--- src/iudc_pkg.sv ---
// shared constants and types for the disk channel handshake block
package iudc_pkg;
  localparam int NUM_CH = 2; // primary is index 0, secondary index 1
  localparam int DATA_W = 16; // disk data bus width
  localparam int REF_CLK_MHZ = 20; // REF_CLK rate
  localparam int PIO_MIN_NS = 120; // least strobe time of a conventional cycle
  localparam int ARM_MIN_NS = 100; // least stop-asserted time before data
  localparam int TERM_MIN_NS = 100; // least stop-asserted time before release
  // least times round up to whole cycles
  localparam int PIO_CYC = (PIO_MIN_NS * REF_CLK_MHZ + 999) / 1000;
  localparam int ARM_CYC = (ARM_MIN_NS * REF_CLK_MHZ + 999) / 1000;
  localparam int TERM_CYC = (TERM_MIN_NS * REF_CLK_MHZ + 999) / 1000;
  localparam int CNT_W = 4; // wide enough for every count above
  localparam logic [CNT_W-1:0] PIO_LOAD = CNT_W'(PIO_CYC - 1);
  localparam logic [CNT_W-1:0] ARM_LOAD = CNT_W'(ARM_CYC - 1);
  localparam logic [CNT_W-1:0] TERM_LOAD = CNT_W'(TERM_CYC - 1);
  localparam logic [CNT_W-1:0] CNT_ZERO = 4'h0;
  localparam logic [DATA_W-1:0] DATA_RESET = 16'h0000;
  // per-channel sequencer states, one-hot
  typedef enum logic [4:0] {
    ST_IDLE = 5'b00001,
    ST_PIO = 5'b00010,
    ST_ARM = 5'b00100,
    ST_DATA = 5'b01000,
    ST_TERM = 5'b10000
  } iudc_state_t;
endpackage

--- src/iudc_buf2.sv ---
// two-entry valid/ready buffer with registered read data
`timescale 1ns/1ps
module iudc_buf2
  #(parameter int W = 16)
  (
  input wire logic clk, // REF_CLK
  input wire logic rst, // synchronous, active high
  input wire logic ce, // freezes all state while low
  input wire logic in_valid, // word offered
  output logic in_ready, // room for a word
  input wire logic [W-1:0] in_data, // word in
  output logic out_valid, // word held
  input wire logic out_ready, // consumer takes word
  output logic [W-1:0] out_data // oldest word, from a register
  );
  typedef struct packed {
    logic [1:0][W-1:0] mem;
    logic wr_ptr;
    logic rd_ptr;
    logic [1:0] cnt;
  } iudc_buf_t;
  iudc_buf_t r, n;
  logic push, pop;

  // handshakes come straight from the count so back-pressure is exact
  assign in_ready = (r.cnt != 2'h2);
  assign out_valid = (r.cnt != 2'h0);
  assign out_data = r.mem[r.rd_ptr];
  assign push = in_valid && in_ready;
  assign pop = out_valid && out_ready;

  // next state
  always_comb
  begin
    n = r;
    if (push)
    begin
      n.mem[r.wr_ptr] = in_data;
      n.wr_ptr = ~r.wr_ptr;
    end
    if (pop)
      n.rd_ptr = ~r.rd_ptr;
    if (push && !pop)
      n.cnt = r.cnt + 2'h1;
    else if (pop && !push)
      n.cnt = r.cnt - 2'h1;
  end

  // state register
  always_ff @(posedge clk)
  begin
    if (rst)
      r <= '0;
    else if (ce)
      r <= n;
  end
endmodule // iudc_buf2

--- src/iudc_top.sv ---
// two-channel disk handshake: conventional ready wait and burst flow control
`timescale 1ns/1ps
module iudc_top
  import iudc_pkg::*;
  (
  input wire logic REF_CLK, // block clock, 20 MHz
  input wire logic RST, // synchronous reset, active high
  input wire logic CE, // clock enable, freezes state when low
  // drive side pins
  output logic PRI_BURST_STOP, // primary stop line
  output logic SEC_BURST_STOP, // secondary stop line
  input wire logic PRI_DRIVE_READY, // primary ready / flow / strobe pin
  input wire logic SEC_DRIVE_READY, // secondary ready / flow / strobe pin
  output logic PRI_HOST_DMA_FLOW, // primary host pause during reads
  output logic SEC_HOST_DMA_FLOW, // secondary host pause during reads
  output logic PRI_HOST_DATA_STROBE, // primary strobe during writes
  output logic SEC_HOST_DATA_STROBE, // secondary strobe during writes
  input wire logic PRI_DMA_REQUEST, // primary drive request
  input wire logic SEC_DMA_REQUEST, // secondary drive request
  output logic PRI_DMA_ACKNOWLEDGE, // primary acknowledge
  output logic SEC_DMA_ACKNOWLEDGE, // secondary acknowledge
  input wire logic [DATA_W-1:0] PRI_DISK_DATA_IN, // primary data bus, read
  output logic [DATA_W-1:0] PRI_DISK_DATA_OUT, // primary data bus, driven
  output logic PRI_DISK_DATA_OE, // primary data bus enable
  input wire logic [DATA_W-1:0] SEC_DISK_DATA_IN, // secondary data bus, read
  output logic [DATA_W-1:0] SEC_DISK_DATA_OUT, // secondary data bus, driven
  output logic SEC_DISK_DATA_OE, // secondary data bus enable
  input wire logic MASTER_CYCLE, // bus-master cycle indicator pin
  output logic ADDR_XCVR_OUT_ENABLE, // transceiver output enable, high on
  output logic XCVR_DIR_SYS_TO_DISK, // transceiver direction
  // controller side, index 0 primary, 1 secondary
  input wire logic XCVR_ENABLE, // core wants the transceiver open
  input wire logic [NUM_CH-1:0] CH_UDMA_MODE, // burst mode select
  input wire logic [NUM_CH-1:0] CH_CYC_REQ, // conventional cycle start pulse
  input wire logic [NUM_CH-1:0] CH_CYC_WRITE, // conventional cycle drives data
  input wire logic [NUM_CH-1:0][DATA_W-1:0] CH_CYC_WDATA, // conventional write word
  output logic [NUM_CH-1:0] CH_CYC_DONE, // conventional cycle end pulse
  output logic [NUM_CH-1:0][DATA_W-1:0] CH_CYC_RDATA, // conventional read word
  input wire logic [NUM_CH-1:0] CH_BURST_GO, // start burst when drive requests
  input wire logic [NUM_CH-1:0] CH_BURST_WRITE, // burst direction, high writes
  input wire logic [NUM_CH-1:0] CH_BURST_END, // ask to end the burst
  output logic [NUM_CH-1:0] CH_BUSY, // channel sequencer not idle
  input wire logic [NUM_CH-1:0] CH_TX_VALID, // write word offered
  output logic [NUM_CH-1:0] CH_TX_READY, // write word taken
  input wire logic [NUM_CH-1:0][DATA_W-1:0] CH_TX_DATA, // write word
  output logic [NUM_CH-1:0] CH_RX_VALID, // read word available
  input wire logic [NUM_CH-1:0] CH_RX_READY, // core takes read word
  output logic [NUM_CH-1:0][DATA_W-1:0] CH_RX_DATA // read word
  );
  typedef struct packed {
    iudc_state_t [NUM_CH-1:0] st;
    logic [NUM_CH-1:0][CNT_W-1:0] cnt;
    logic [NUM_CH-1:0] wr;
    logic [NUM_CH-1:0] rdy_s1;
    logic [NUM_CH-1:0] rdy_s2;
    logic [NUM_CH-1:0] rdy_s3;
    logic [NUM_CH-1:0] req_s1;
    logic [NUM_CH-1:0] req_s2;
    logic [NUM_CH-1:0][DATA_W-1:0] dat_s1;
    logic [NUM_CH-1:0][DATA_W-1:0] dat_s2;
    logic master_s1;
    logic master_s2;
    logic [NUM_CH-1:0] stop;
    logic [NUM_CH-1:0] ack;
    logic [NUM_CH-1:0] hflow;
    logic [NUM_CH-1:0] hstrb;
    logic [NUM_CH-1:0] oe;
    logic [NUM_CH-1:0][DATA_W-1:0] dout;
    logic [NUM_CH-1:0] done;
    logic [NUM_CH-1:0][DATA_W-1:0] rdata;
    logic [NUM_CH-1:0] push;
    logic [NUM_CH-1:0][DATA_W-1:0] pdat;
    logic xoe;
    logic xdir;
  } iudc_regs_t;
  iudc_regs_t r, n;
  logic [NUM_CH-1:0] rdy_pin, req_pin, buf_in_ready;
  logic [NUM_CH-1:0][DATA_W-1:0] din_pin;

  // gather the two channels' pins into vectors
  assign rdy_pin = {SEC_DRIVE_READY, PRI_DRIVE_READY};
  assign req_pin = {SEC_DMA_REQUEST, PRI_DMA_REQUEST};
  assign din_pin = {SEC_DISK_DATA_IN, PRI_DISK_DATA_IN};

  // write words are pulled only while the drive lets strobes run
  always_comb
  begin
    for (int ch = 0; ch < NUM_CH; ch++)
      CH_TX_READY[ch] = CE && (r.st[ch] == ST_DATA) && r.wr[ch]
        && !r.rdy_s2[ch] && !r.stop[ch];
  end

  // per-channel sequencers, one loop so both channels behave alike
  always_comb
  begin
    logic strobe_edge;
    logic end_ask;
    strobe_edge = 1'b0;
    end_ask = 1'b0;
    n = r;
    n.master_s1 = MASTER_CYCLE;
    n.master_s2 = r.master_s1;
    n.xdir = r.master_s2;
    n.xoe = XCVR_ENABLE && (r.oe == '0);
    for (int ch = 0; ch < NUM_CH; ch++)
    begin
      // every pin passes two flops before use; s3 only finds edges
      n.rdy_s1[ch] = rdy_pin[ch];
      n.rdy_s2[ch] = r.rdy_s1[ch];
      n.rdy_s3[ch] = r.rdy_s2[ch];
      n.req_s1[ch] = req_pin[ch];
      n.req_s2[ch] = r.req_s1[ch];
      n.dat_s1[ch] = din_pin[ch];
      n.dat_s2[ch] = r.dat_s1[ch];
      n.done[ch] = 1'b0;
      n.push[ch] = 1'b0;
      strobe_edge = r.rdy_s2[ch] ^ r.rdy_s3[ch];
      end_ask = CH_BURST_END[ch] || !r.req_s2[ch];
      // read bursts: the pin is the drive strobe, either edge carries a word
      if (!r.wr[ch] && ((r.st[ch] == ST_DATA) || (r.st[ch] == ST_TERM)))
      begin
        n.push[ch] = strobe_edge;
        n.pdat[ch] = r.dat_s2[ch];
      end
      // pause early: the drive needs time to see the pause, so hold it
      // whenever any word waits, the spare entry absorbs the lag
      n.hflow[ch] = !r.wr[ch] && ((r.st[ch] == ST_DATA) || (r.st[ch] == ST_TERM))
        && (CH_RX_VALID[ch] || !buf_in_ready[ch]);
      unique case (r.st[ch])
        ST_IDLE:
        begin
          if (CH_CYC_REQ[ch] && !CH_UDMA_MODE[ch])
          begin
            n.st[ch] = ST_PIO;
            n.cnt[ch] = PIO_LOAD;
            n.wr[ch] = CH_CYC_WRITE[ch];
            n.oe[ch] = CH_CYC_WRITE[ch];
            n.dout[ch] = CH_CYC_WDATA[ch];
          end
          else if (CH_BURST_GO[ch] && CH_UDMA_MODE[ch] && r.req_s2[ch])
          begin
            n.st[ch] = ST_ARM;
            n.cnt[ch] = ARM_LOAD;
            n.wr[ch] = CH_BURST_WRITE[ch];
            n.stop[ch] = 1'b1;
            n.ack[ch] = 1'b1;
            n.oe[ch] = CH_BURST_WRITE[ch];
          end
        end
        ST_PIO:
        begin
          // minimum strobe time first, then wait out a not-ready drive
          if (r.cnt[ch] != CNT_ZERO)
            n.cnt[ch] = r.cnt[ch] - 4'h1;
          else if (r.rdy_s2[ch])
          begin
            n.st[ch] = ST_IDLE;
            n.done[ch] = 1'b1;
            n.oe[ch] = 1'b0;
            n.rdata[ch] = r.dat_s2[ch];
          end
        end
        ST_ARM:
        begin
          if (r.cnt[ch] != CNT_ZERO)
            n.cnt[ch] = r.cnt[ch] - 4'h1;
          else
          begin
            n.st[ch] = ST_DATA;
            n.stop[ch] = 1'b0;
          end
        end
        ST_DATA:
        begin
          if (CH_TX_READY[ch] && CH_TX_VALID[ch])
          begin
            n.dout[ch] = CH_TX_DATA[ch];
            n.hstrb[ch] = ~r.hstrb[ch];
          end
          if (end_ask)
          begin
            n.st[ch] = ST_TERM;
            n.cnt[ch] = TERM_LOAD;
            n.stop[ch] = 1'b1;
          end
        end
        ST_TERM:
        begin
          // stop is held; late read strobes are still caught above
          if (r.cnt[ch] != CNT_ZERO)
            n.cnt[ch] = r.cnt[ch] - 4'h1;
          else
          begin
            n.st[ch] = ST_IDLE;
            n.stop[ch] = 1'b0;
            n.ack[ch] = 1'b0;
            n.oe[ch] = 1'b0;
          end
        end
      endcase
    end
  end

  // state register
  always_ff @(posedge REF_CLK)
  begin
    if (RST)
    begin
      r <= '0;
      // enum elements get their own idle code, not a raw vector
      for (int ch = 0; ch < NUM_CH; ch++)
        r.st[ch] <= ST_IDLE;
    end
    else if (CE)
      r <= n;
  end

  // read words go through a two-entry buffer so a stalled core loses none
  genvar g;
  generate
    for (g = 0; g < NUM_CH; g++)
    begin : g_rx
      iudc_buf2 #(.W(DATA_W)) u_rxbuf (
        .clk(REF_CLK),
        .rst(RST),
        .ce(CE),
        .in_valid(r.push[g]),
        .in_ready(buf_in_ready[g]),
        .in_data(r.pdat[g]),
        .out_valid(CH_RX_VALID[g]),
        .out_ready(CH_RX_READY[g]),
        .out_data(CH_RX_DATA[g])
      );
    end
  endgenerate

  // pin and core outputs, all from flops
  assign PRI_BURST_STOP = r.stop[0];
  assign SEC_BURST_STOP = r.stop[1];
  assign PRI_HOST_DMA_FLOW = r.hflow[0];
  assign SEC_HOST_DMA_FLOW = r.hflow[1];
  assign PRI_HOST_DATA_STROBE = r.hstrb[0];
  assign SEC_HOST_DATA_STROBE = r.hstrb[1];
  assign PRI_DMA_ACKNOWLEDGE = r.ack[0];
  assign SEC_DMA_ACKNOWLEDGE = r.ack[1];
  assign PRI_DISK_DATA_OUT = r.dout[0];
  assign SEC_DISK_DATA_OUT = r.dout[1];
  assign PRI_DISK_DATA_OE = r.oe[0];
  assign SEC_DISK_DATA_OE = r.oe[1];
  assign ADDR_XCVR_OUT_ENABLE = r.xoe;
  assign XCVR_DIR_SYS_TO_DISK = r.xdir;
  assign CH_CYC_DONE = r.done;
  assign CH_CYC_RDATA = r.rdata;
  always_comb
  begin
    for (int ch = 0; ch < NUM_CH; ch++)
      CH_BUSY[ch] = (r.st[ch] != ST_IDLE);
  end
endmodule // iudc_top

--- config.mk ---
export PLATFORM = sky130hd
export DESIGN_NAME = iudc_top
export DESIGN_NICKNAME = d
export VERILOG_FILES = /design/src/iudc_pkg.sv /design/src/iudc_buf2.sv /design/src/iudc_top.sv
export SDC_FILE = /design/constraint.sdc
export NUM_CORES = 1
export LEC_CHECK = 0
export ABC_CLOCK_PERIOD_IN_PS = 3400
export BUFFER_PORTS_ARGS = -buffer_cell sky130_fd_sc_hd__buf_2
export CAP_MARGIN = 20
export CORE_UTILIZATION = 35
export CTS_CLUSTER_SIZE = 8
export DETAILED_ROUTE_END_ITERATION = 10
export PLACE_DENSITY_LB_ADDON = 0.3
export SETUP_SLACK_MARGIN = 0.5
export SLEW_MARGIN = 25
export SYNTH_ARGS = -nofsm -noshare
export SYNTH_HDL_FRONTEND = slang
export SYNTH_SLANG_ARGS = --single-unit
export TNS_END_PERCENT = 30
--- constraint.sdc ---
create_clock -name REF_CLK -period 3.4 [get_ports REF_CLK]
set_input_delay 0.17 -clock REF_CLK [delete_from_list [all_inputs] [get_ports REF_CLK]]
set_output_delay 0.17 -clock REF_CLK [all_outputs]
set_load 0.01 [all_outputs]
Word level (Yosys, flattened, before mapping)
Cells that the tools add are included.
{ "totals": {"ramBits": 0, "latch_bits": 0, "regBits": 280, "mem_count": 0, "elab_cells": 282, "inputBits": 121, "romBits": 0} }
{ "op_classes": {"mul": 0, "bitwise_logic": 10, "n_shift": 0, "n_eq_ne": 38, "addsub": 6, "order_cmp": 6, "muxes": 76, "reduce_logical": 100, "div": 0} }
{ "op_table": {"columns": ["op", "count"], "rows": [
  ["16-bit 2-to-1 mux", 10],
  ["5-bit 2-to-1 mux", 14],
  ["32-bit bitwise mux", 2],
  ["16-bit case mux with 2 select lines", 2],
  ["5-bit case mux with 5 select lines", 2],
  ["2-bit != test (second input constant)", 19],
  ["16-bit demux with 1-bit select", 2],
  ["4-bit 2-to-1 mux", 8],
  ["1-bit logical AND", 31],
  ["1-bit 2-to-1 mux", 24],
  ["4-bit case mux with 3 select lines", 2],
  ["4-bit AND reduction", 6],
  ["6-bit AND reduction", 4],
  ["2-bit nonzero test", 10],
  ["1-bit logical NOT", 16],
  ["2-bit AND reduction", 8],
  ["7-bit AND reduction", 2],
  ["1-bit case mux with 3 select lines", 4],
  ["3-bit AND reduction", 4],
  ["3-bit nonzero test", 4],
  ["5-bit by 1-bit == test with 1-bit output (second input constant)", 2],
  ["5-bit by 2-bit == test with 1-bit output (second input constant)", 2],
  ["5-bit by 3-bit == test with 1-bit output (second input constant)", 2],
  ["5-bit by 4-bit == test with 1-bit output (second input constant)", 2],
  ["other kinds (19)", 54]
]} }

Longest topological paths before layout
{ "depth": {"ltp_word": 8, "ltp_mapped": 9} }

By module
From an unflattened synthesis, not the netlist that was laid out.
{ "hier_totals": {"hier_cells": 1314, "hier_area_um2": 12470.7} }
{ "modules_own_cells": {"columns": ["mod", "n_inst", "area_each_um2", "cells_each"], "rows": [
  ["iudc_top", 1, 8942.3, 984],
  ["iudc_buf2", 2, 1764.2, 165]
]} }

Worst setup path after synthesis
Ideal clock, no wire load.
{ "synth_timing": {"path_type": "register -> register", "startpoint": "register r[194] (netlist name)", "endpoint": "register r, in the netlist CH_CYC_RDATA[23]", "path_stages_with_launch": 9, "arrival_ns": 1.829, "setup_slack_ns": 1.443, "setup_ns": 0.128, "synth_period_minus_slack_ns": 1.957, "cell_sequence": "dfxtp_1 inv_1 ha_1 nor3b_2 nand2_1 nor2_2 buf_4 mux2i_1 nor2_1"} }
{ "synth_via": {"elab_chain_cells": 3} }
{ "synth_lines": {"columns": ["element", "line", "text"], "rows": [
  ["from (decl)", "iudc_top.sv:76", "iudc_regs_t r, n;"],
  ["from (signal assigned)", "iudc_top.sv:215", "r <= n;"],
  ["4-bit nonzero test", "iudc_top.sv:153", "if (r.cnt[ch] != CNT_ZERO)"],
  ["1-bit NOT (no line)", null, null],
  ["4-bit AND reduction (no line)", null, null]
]} }
No other way between the ends.
A chain may end at the register's enable or synchronous reset.

Worst setup path after layout
{ "layout_timing": {"startpoint": "register r[203] (netlist name)", "endpoint": "register r, in the netlist SEC_DISK_DATA_OUT[15]"} }
{ "layout_via": {"elab_chain_cells": 8} }
{ "layout_lines": {"columns": ["element", "line", "text"], "rows": [
  ["5-bit by 4-bit == test with 1-bit output", "iudc_top.sv:89, iudc_top.sv:129", null],
  ["1-bit logical AND (2 in a row)", "iudc_top.sv:89", "CH_TX_READY[ch] = CE && (r.st[ch] == ST_DATA) && r.wr[ch]"],
  ["1-bit logical AND (2 in a row)", "iudc_top.sv:90", "&& !r.rdy_s2[ch] && !r.stop[ch];"],
  ["1-bit logical AND", "iudc_top.sv:175", "if (CH_TX_READY[ch] && CH_TX_VALID[ch])"],
  ["2-bit by 1-bit != test with 1-bit output (no line)", null, null],
  ["4-bit AND reduction (no line)", null, null]
]} }
Parallel ways exist; a longest one is shown, timed or not.

==> results_dict.tcl <==
set metrics [dict create \
    critPathBufInv 2 \
    startpoint_type "register" \
    num_rows 67 \
    combPwrFrac_pct 10.5 \
    syn_nets 1412 \
    cp-end-kind "register" \
    clk_pin_slew_worst_paths_ns 0.05 \
    netlist_instances 1285 \
    synth_top_area_share_pct 46.1 \
    vdd_drop_max_uv 510 \
    insertion_delay_ns 0.53 \
    die_height_um 188 \
    clock_power_share_pct 45.3 \
    cts_made_buffers 41 \
    grt_pass1_vias 9327 \
    cpPeakStageDelay_ns 0.59 \
    grt_usage_pct 16.7 \
    grt_first_pass_wirelength_mm 48.5 \
    multiInputGateArea_sq_mm 0.00561 \
    p_seq_share_pct 44.2 \
    yosysMostFrequentCell "dfxtp_1" \
    start_util_pct 35.9 \
    synth_edf_count 0 \
    hp-start "CH_CYC_WRITE[1]" \
    r2r_cells 7 \
    drtIter0Drc 469 \
    synthArstFlopShare_pct 0 \
    worstPathArrival_ns 3.12 \
    wirelength_mm 30.4 \
    ys_warn_count 0 \
    grt_max_degree 126 \
    status "finished clean" \
    seqCellArea_sq_mm 0.00561 \
    slew-limit-headroom_pct 41.2 \
    crit_type "register to register" \
    crit_chain "nor2b_4 -> and2_2 -> a221oi_4 -> buf_4 -> nor2_1 -> a311oi_1 -> dlygate4sd3_1" \
    p_int_w 0.00599 \
    io_buffers 236 \
    swShare_pct 24.3 \
    cp_max_fo 32 \
    gp_congestion 0.835 \
    antennaDiodeCount 0 \
    fin_tns_setup_ns 0 \
    maxCapViolations 0 \
    vias 9549 \
    final_core_util_pct 45.2 \
    hold_path.class "input port to register" \
    critical_path_required_ns 3.87 \
    cts_buffer_depth 3 \
    final_cell_area_sq_mm 0.0153 \
    clock-sinks 280 \
    ys_ff_latch 280 \
    drv_slew 0 \
    fillers 3202 \
    synth.distinct_cells 62 \
    ant_nets 0 \
    worstMarginPinSlew_ns 0.881 \
    clk_root_buffer_cell "clkbuf_16" \
    min_to "r[189]" \
    reg2reg_slack_ns 0.74 \
    place_area_sq_mm 0.0132 \
    period_share_pct 78.1 \
    slowest_stage "dlygate4sd3_1" \
    rsz0062_at_grt "false" \
    layout-drive-gt1-share_pct 25.0 \
    hold_path_depth 4 \
    antenna_found_initial 0 \
    cts_tree "built" \
    p_switching_w 0.00192 \
    grt_overflow 0 \
    synth_area_leaders "dfxtp_1, mux2i_1, nor2_1" \
    finalSetupViolations 0 \
    hold_viol 0 \
    vias_per_cell 4.81 \
    final.setup_skew_ns 0.00984 \
    dieWidth_um 188 \
    io_pins 237 \
    nNetsFinal 1662 \
    r2r_end "SEC_DISK_DATA_OUT[15]" \
    synth_top_cell_by_area "dfxtp_1" \
    synth_flop_cell "dfxtp_1" \
    dp_hpwl_mm 19.5 \
    yosysSeqAreaShare_pct 46.1 \
    syn_area_sq_mm 0.0122 \
    synth.avg_cell_area_sq_um 9.46 \
    r2r_start "r[203]" \
    drt-pass1-iter-count 5 \
    die_area_sq_mm 0.0355 \
    cts_htree_levels 2 \
    synth_commonest_cells "dfxtp_1, nor2_1, mux2i_1" \
    crit_family "buffers and inverters" \
    drc_errors 0 \
    wl_per_cell_um 15.3 \
    powerDensity_mw_per_mm2 517 \
    power_w 0.00791 \
    period_minus_slack_ns 2.66 \
    core_sq_mm 0.0339 \
    fmax_mhz 377 \
    leakage_nw 6.81 \
    syn_to_final_growth_pct 26.1 \
]
==> cell type report <==
class / instances / area share [%]
clock inverters: 3 / 0.294
clock buffers: 44 / 6.91
well taps: 448 / 3.66
flip-flops and latches: 280 / 36.6
inverters: 15 / 0.367
multi-input cells: 840 / 36.6
repair buffers: 357 / 15.5
==> per-stage QoR <==
step,hold WS (ns),setup WS [ns],cells
6_report,0.0609,0.745,1987
5_1_grt,0.0661,0.576,1987
4_1_cts,0.0274,0.524,1987
3_5_place_dp,0.411,1.03,1835
3_3_place_gp,0.403,1.10,1835
2_1_floorplan,0.317,1.44,1285
==> cell families after synthesis <==
kind of cell	count (synthesis)	synth area share, %
simple gates	458	16.4
fa+ha+maj	6	0.618
compound gates	127	8.20
flops	280	46.1
buf+inv	165	7.98
xor+xnor	19	1.37
mux	230	19.3
==> registers in the layout, summed over array words and instances, names as in the netlist <==
register and flops:
ADDR_XCVR_OUT_ENABLE 1, PRI_DISK_DATA_OE 1, SEC_HOST_DMA_FLOW 1, PRI_DMA_ACKNOWLEDGE 1, CH_CYC_RDATA 32, XCVR_DIR_SYS_TO_DISK 1, g_rx.u_rxbuf.r 72, CH_CYC_DONE 2
PRI_BURST_STOP 1, PRI_DISK_DATA_OUT 16, n 40, SEC_DISK_DATA_OE 1, SEC_HOST_DATA_STROBE 1, PRI_HOST_DATA_STROBE 1, SEC_DISK_DATA_OUT 16, PRI_HOST_DMA_FLOW 1
SEC_DMA_ACKNOWLEDGE 1, SEC_BURST_STOP 1, r 90
==> how the worst max path moves through the flow <==
stage	end	from	depth (start not counted)	slack (ns)
after floorplan	CH_CYC_RDATA[23]	r[194]	8	1.44
after global routing	SEC_DISK_DATA_OUT[15]	r[205]	7	0.58
final	SEC_DISK_DATA_OUT[15]	r[203]	7	0.74
after global placement	PRI_DISK_DATA_OUT[15]	r[199]	6	1.10
after detailed placement	PRI_DISK_DATA_OUT[13]	r[199]	6	1.03
after CTS	PRI_DISK_DATA_OUT[5]	r[199]	7	0.52
==> tightest hold or removal path, delay by kind of cell <==
kind          cells  cell delay, ns
mux               2            0.23
simple gates      1            0.07
buf+inv           1            0.08
==> routing by layer <==
metal  vias up  GRT usage (%)  routed length, um
li1       4812              -                  -
met4         0           4.47                476
met2       266           28.2              14100
met1      4433           20.9              13800
met3        38           4.58               2070
met5         -              0                  0
==> placed cells by master (no fill, tap or decap), drive strengths merged, types with 6 or more instances in the layout <==
master / count
nor2b: 8
a21oi: 37
dfxtp: 280
nor2: 257
a211oi: 6
o21ai: 22
xnor2: 8
o211ai: 9
mux2i: 195
dlygate4sd3: 105
xor2: 11
mux2: 35
a311oi: 33
inv: 16
ha: 6
nand3: 13
nor3: 8
nand2: 125
nand4b: 6
clkbuf: 45
buf: 251
==> power by group through the flow <==
stage	sequential [W]	combinational (W)	clock, W
floorplan	0.00352	0.000568	0
global placement	0.00356	0.000691	0
detailed placement	0.00356	0.000701	0
CTS	0.00349	0.000826	0.00371
global route	0.00351	0.000917	0.00386
finish	0.00350	0.000834	0.00358
==> timing repair <==
action	in CTS	in global routing
hold endpoints to repair	73	0
buffers inserted	0	0
resized for setup	0	6
setup endpoints to repair	0	23
hold buffers	105	0
No activity file was read; power rests on OpenSTA's default activity.
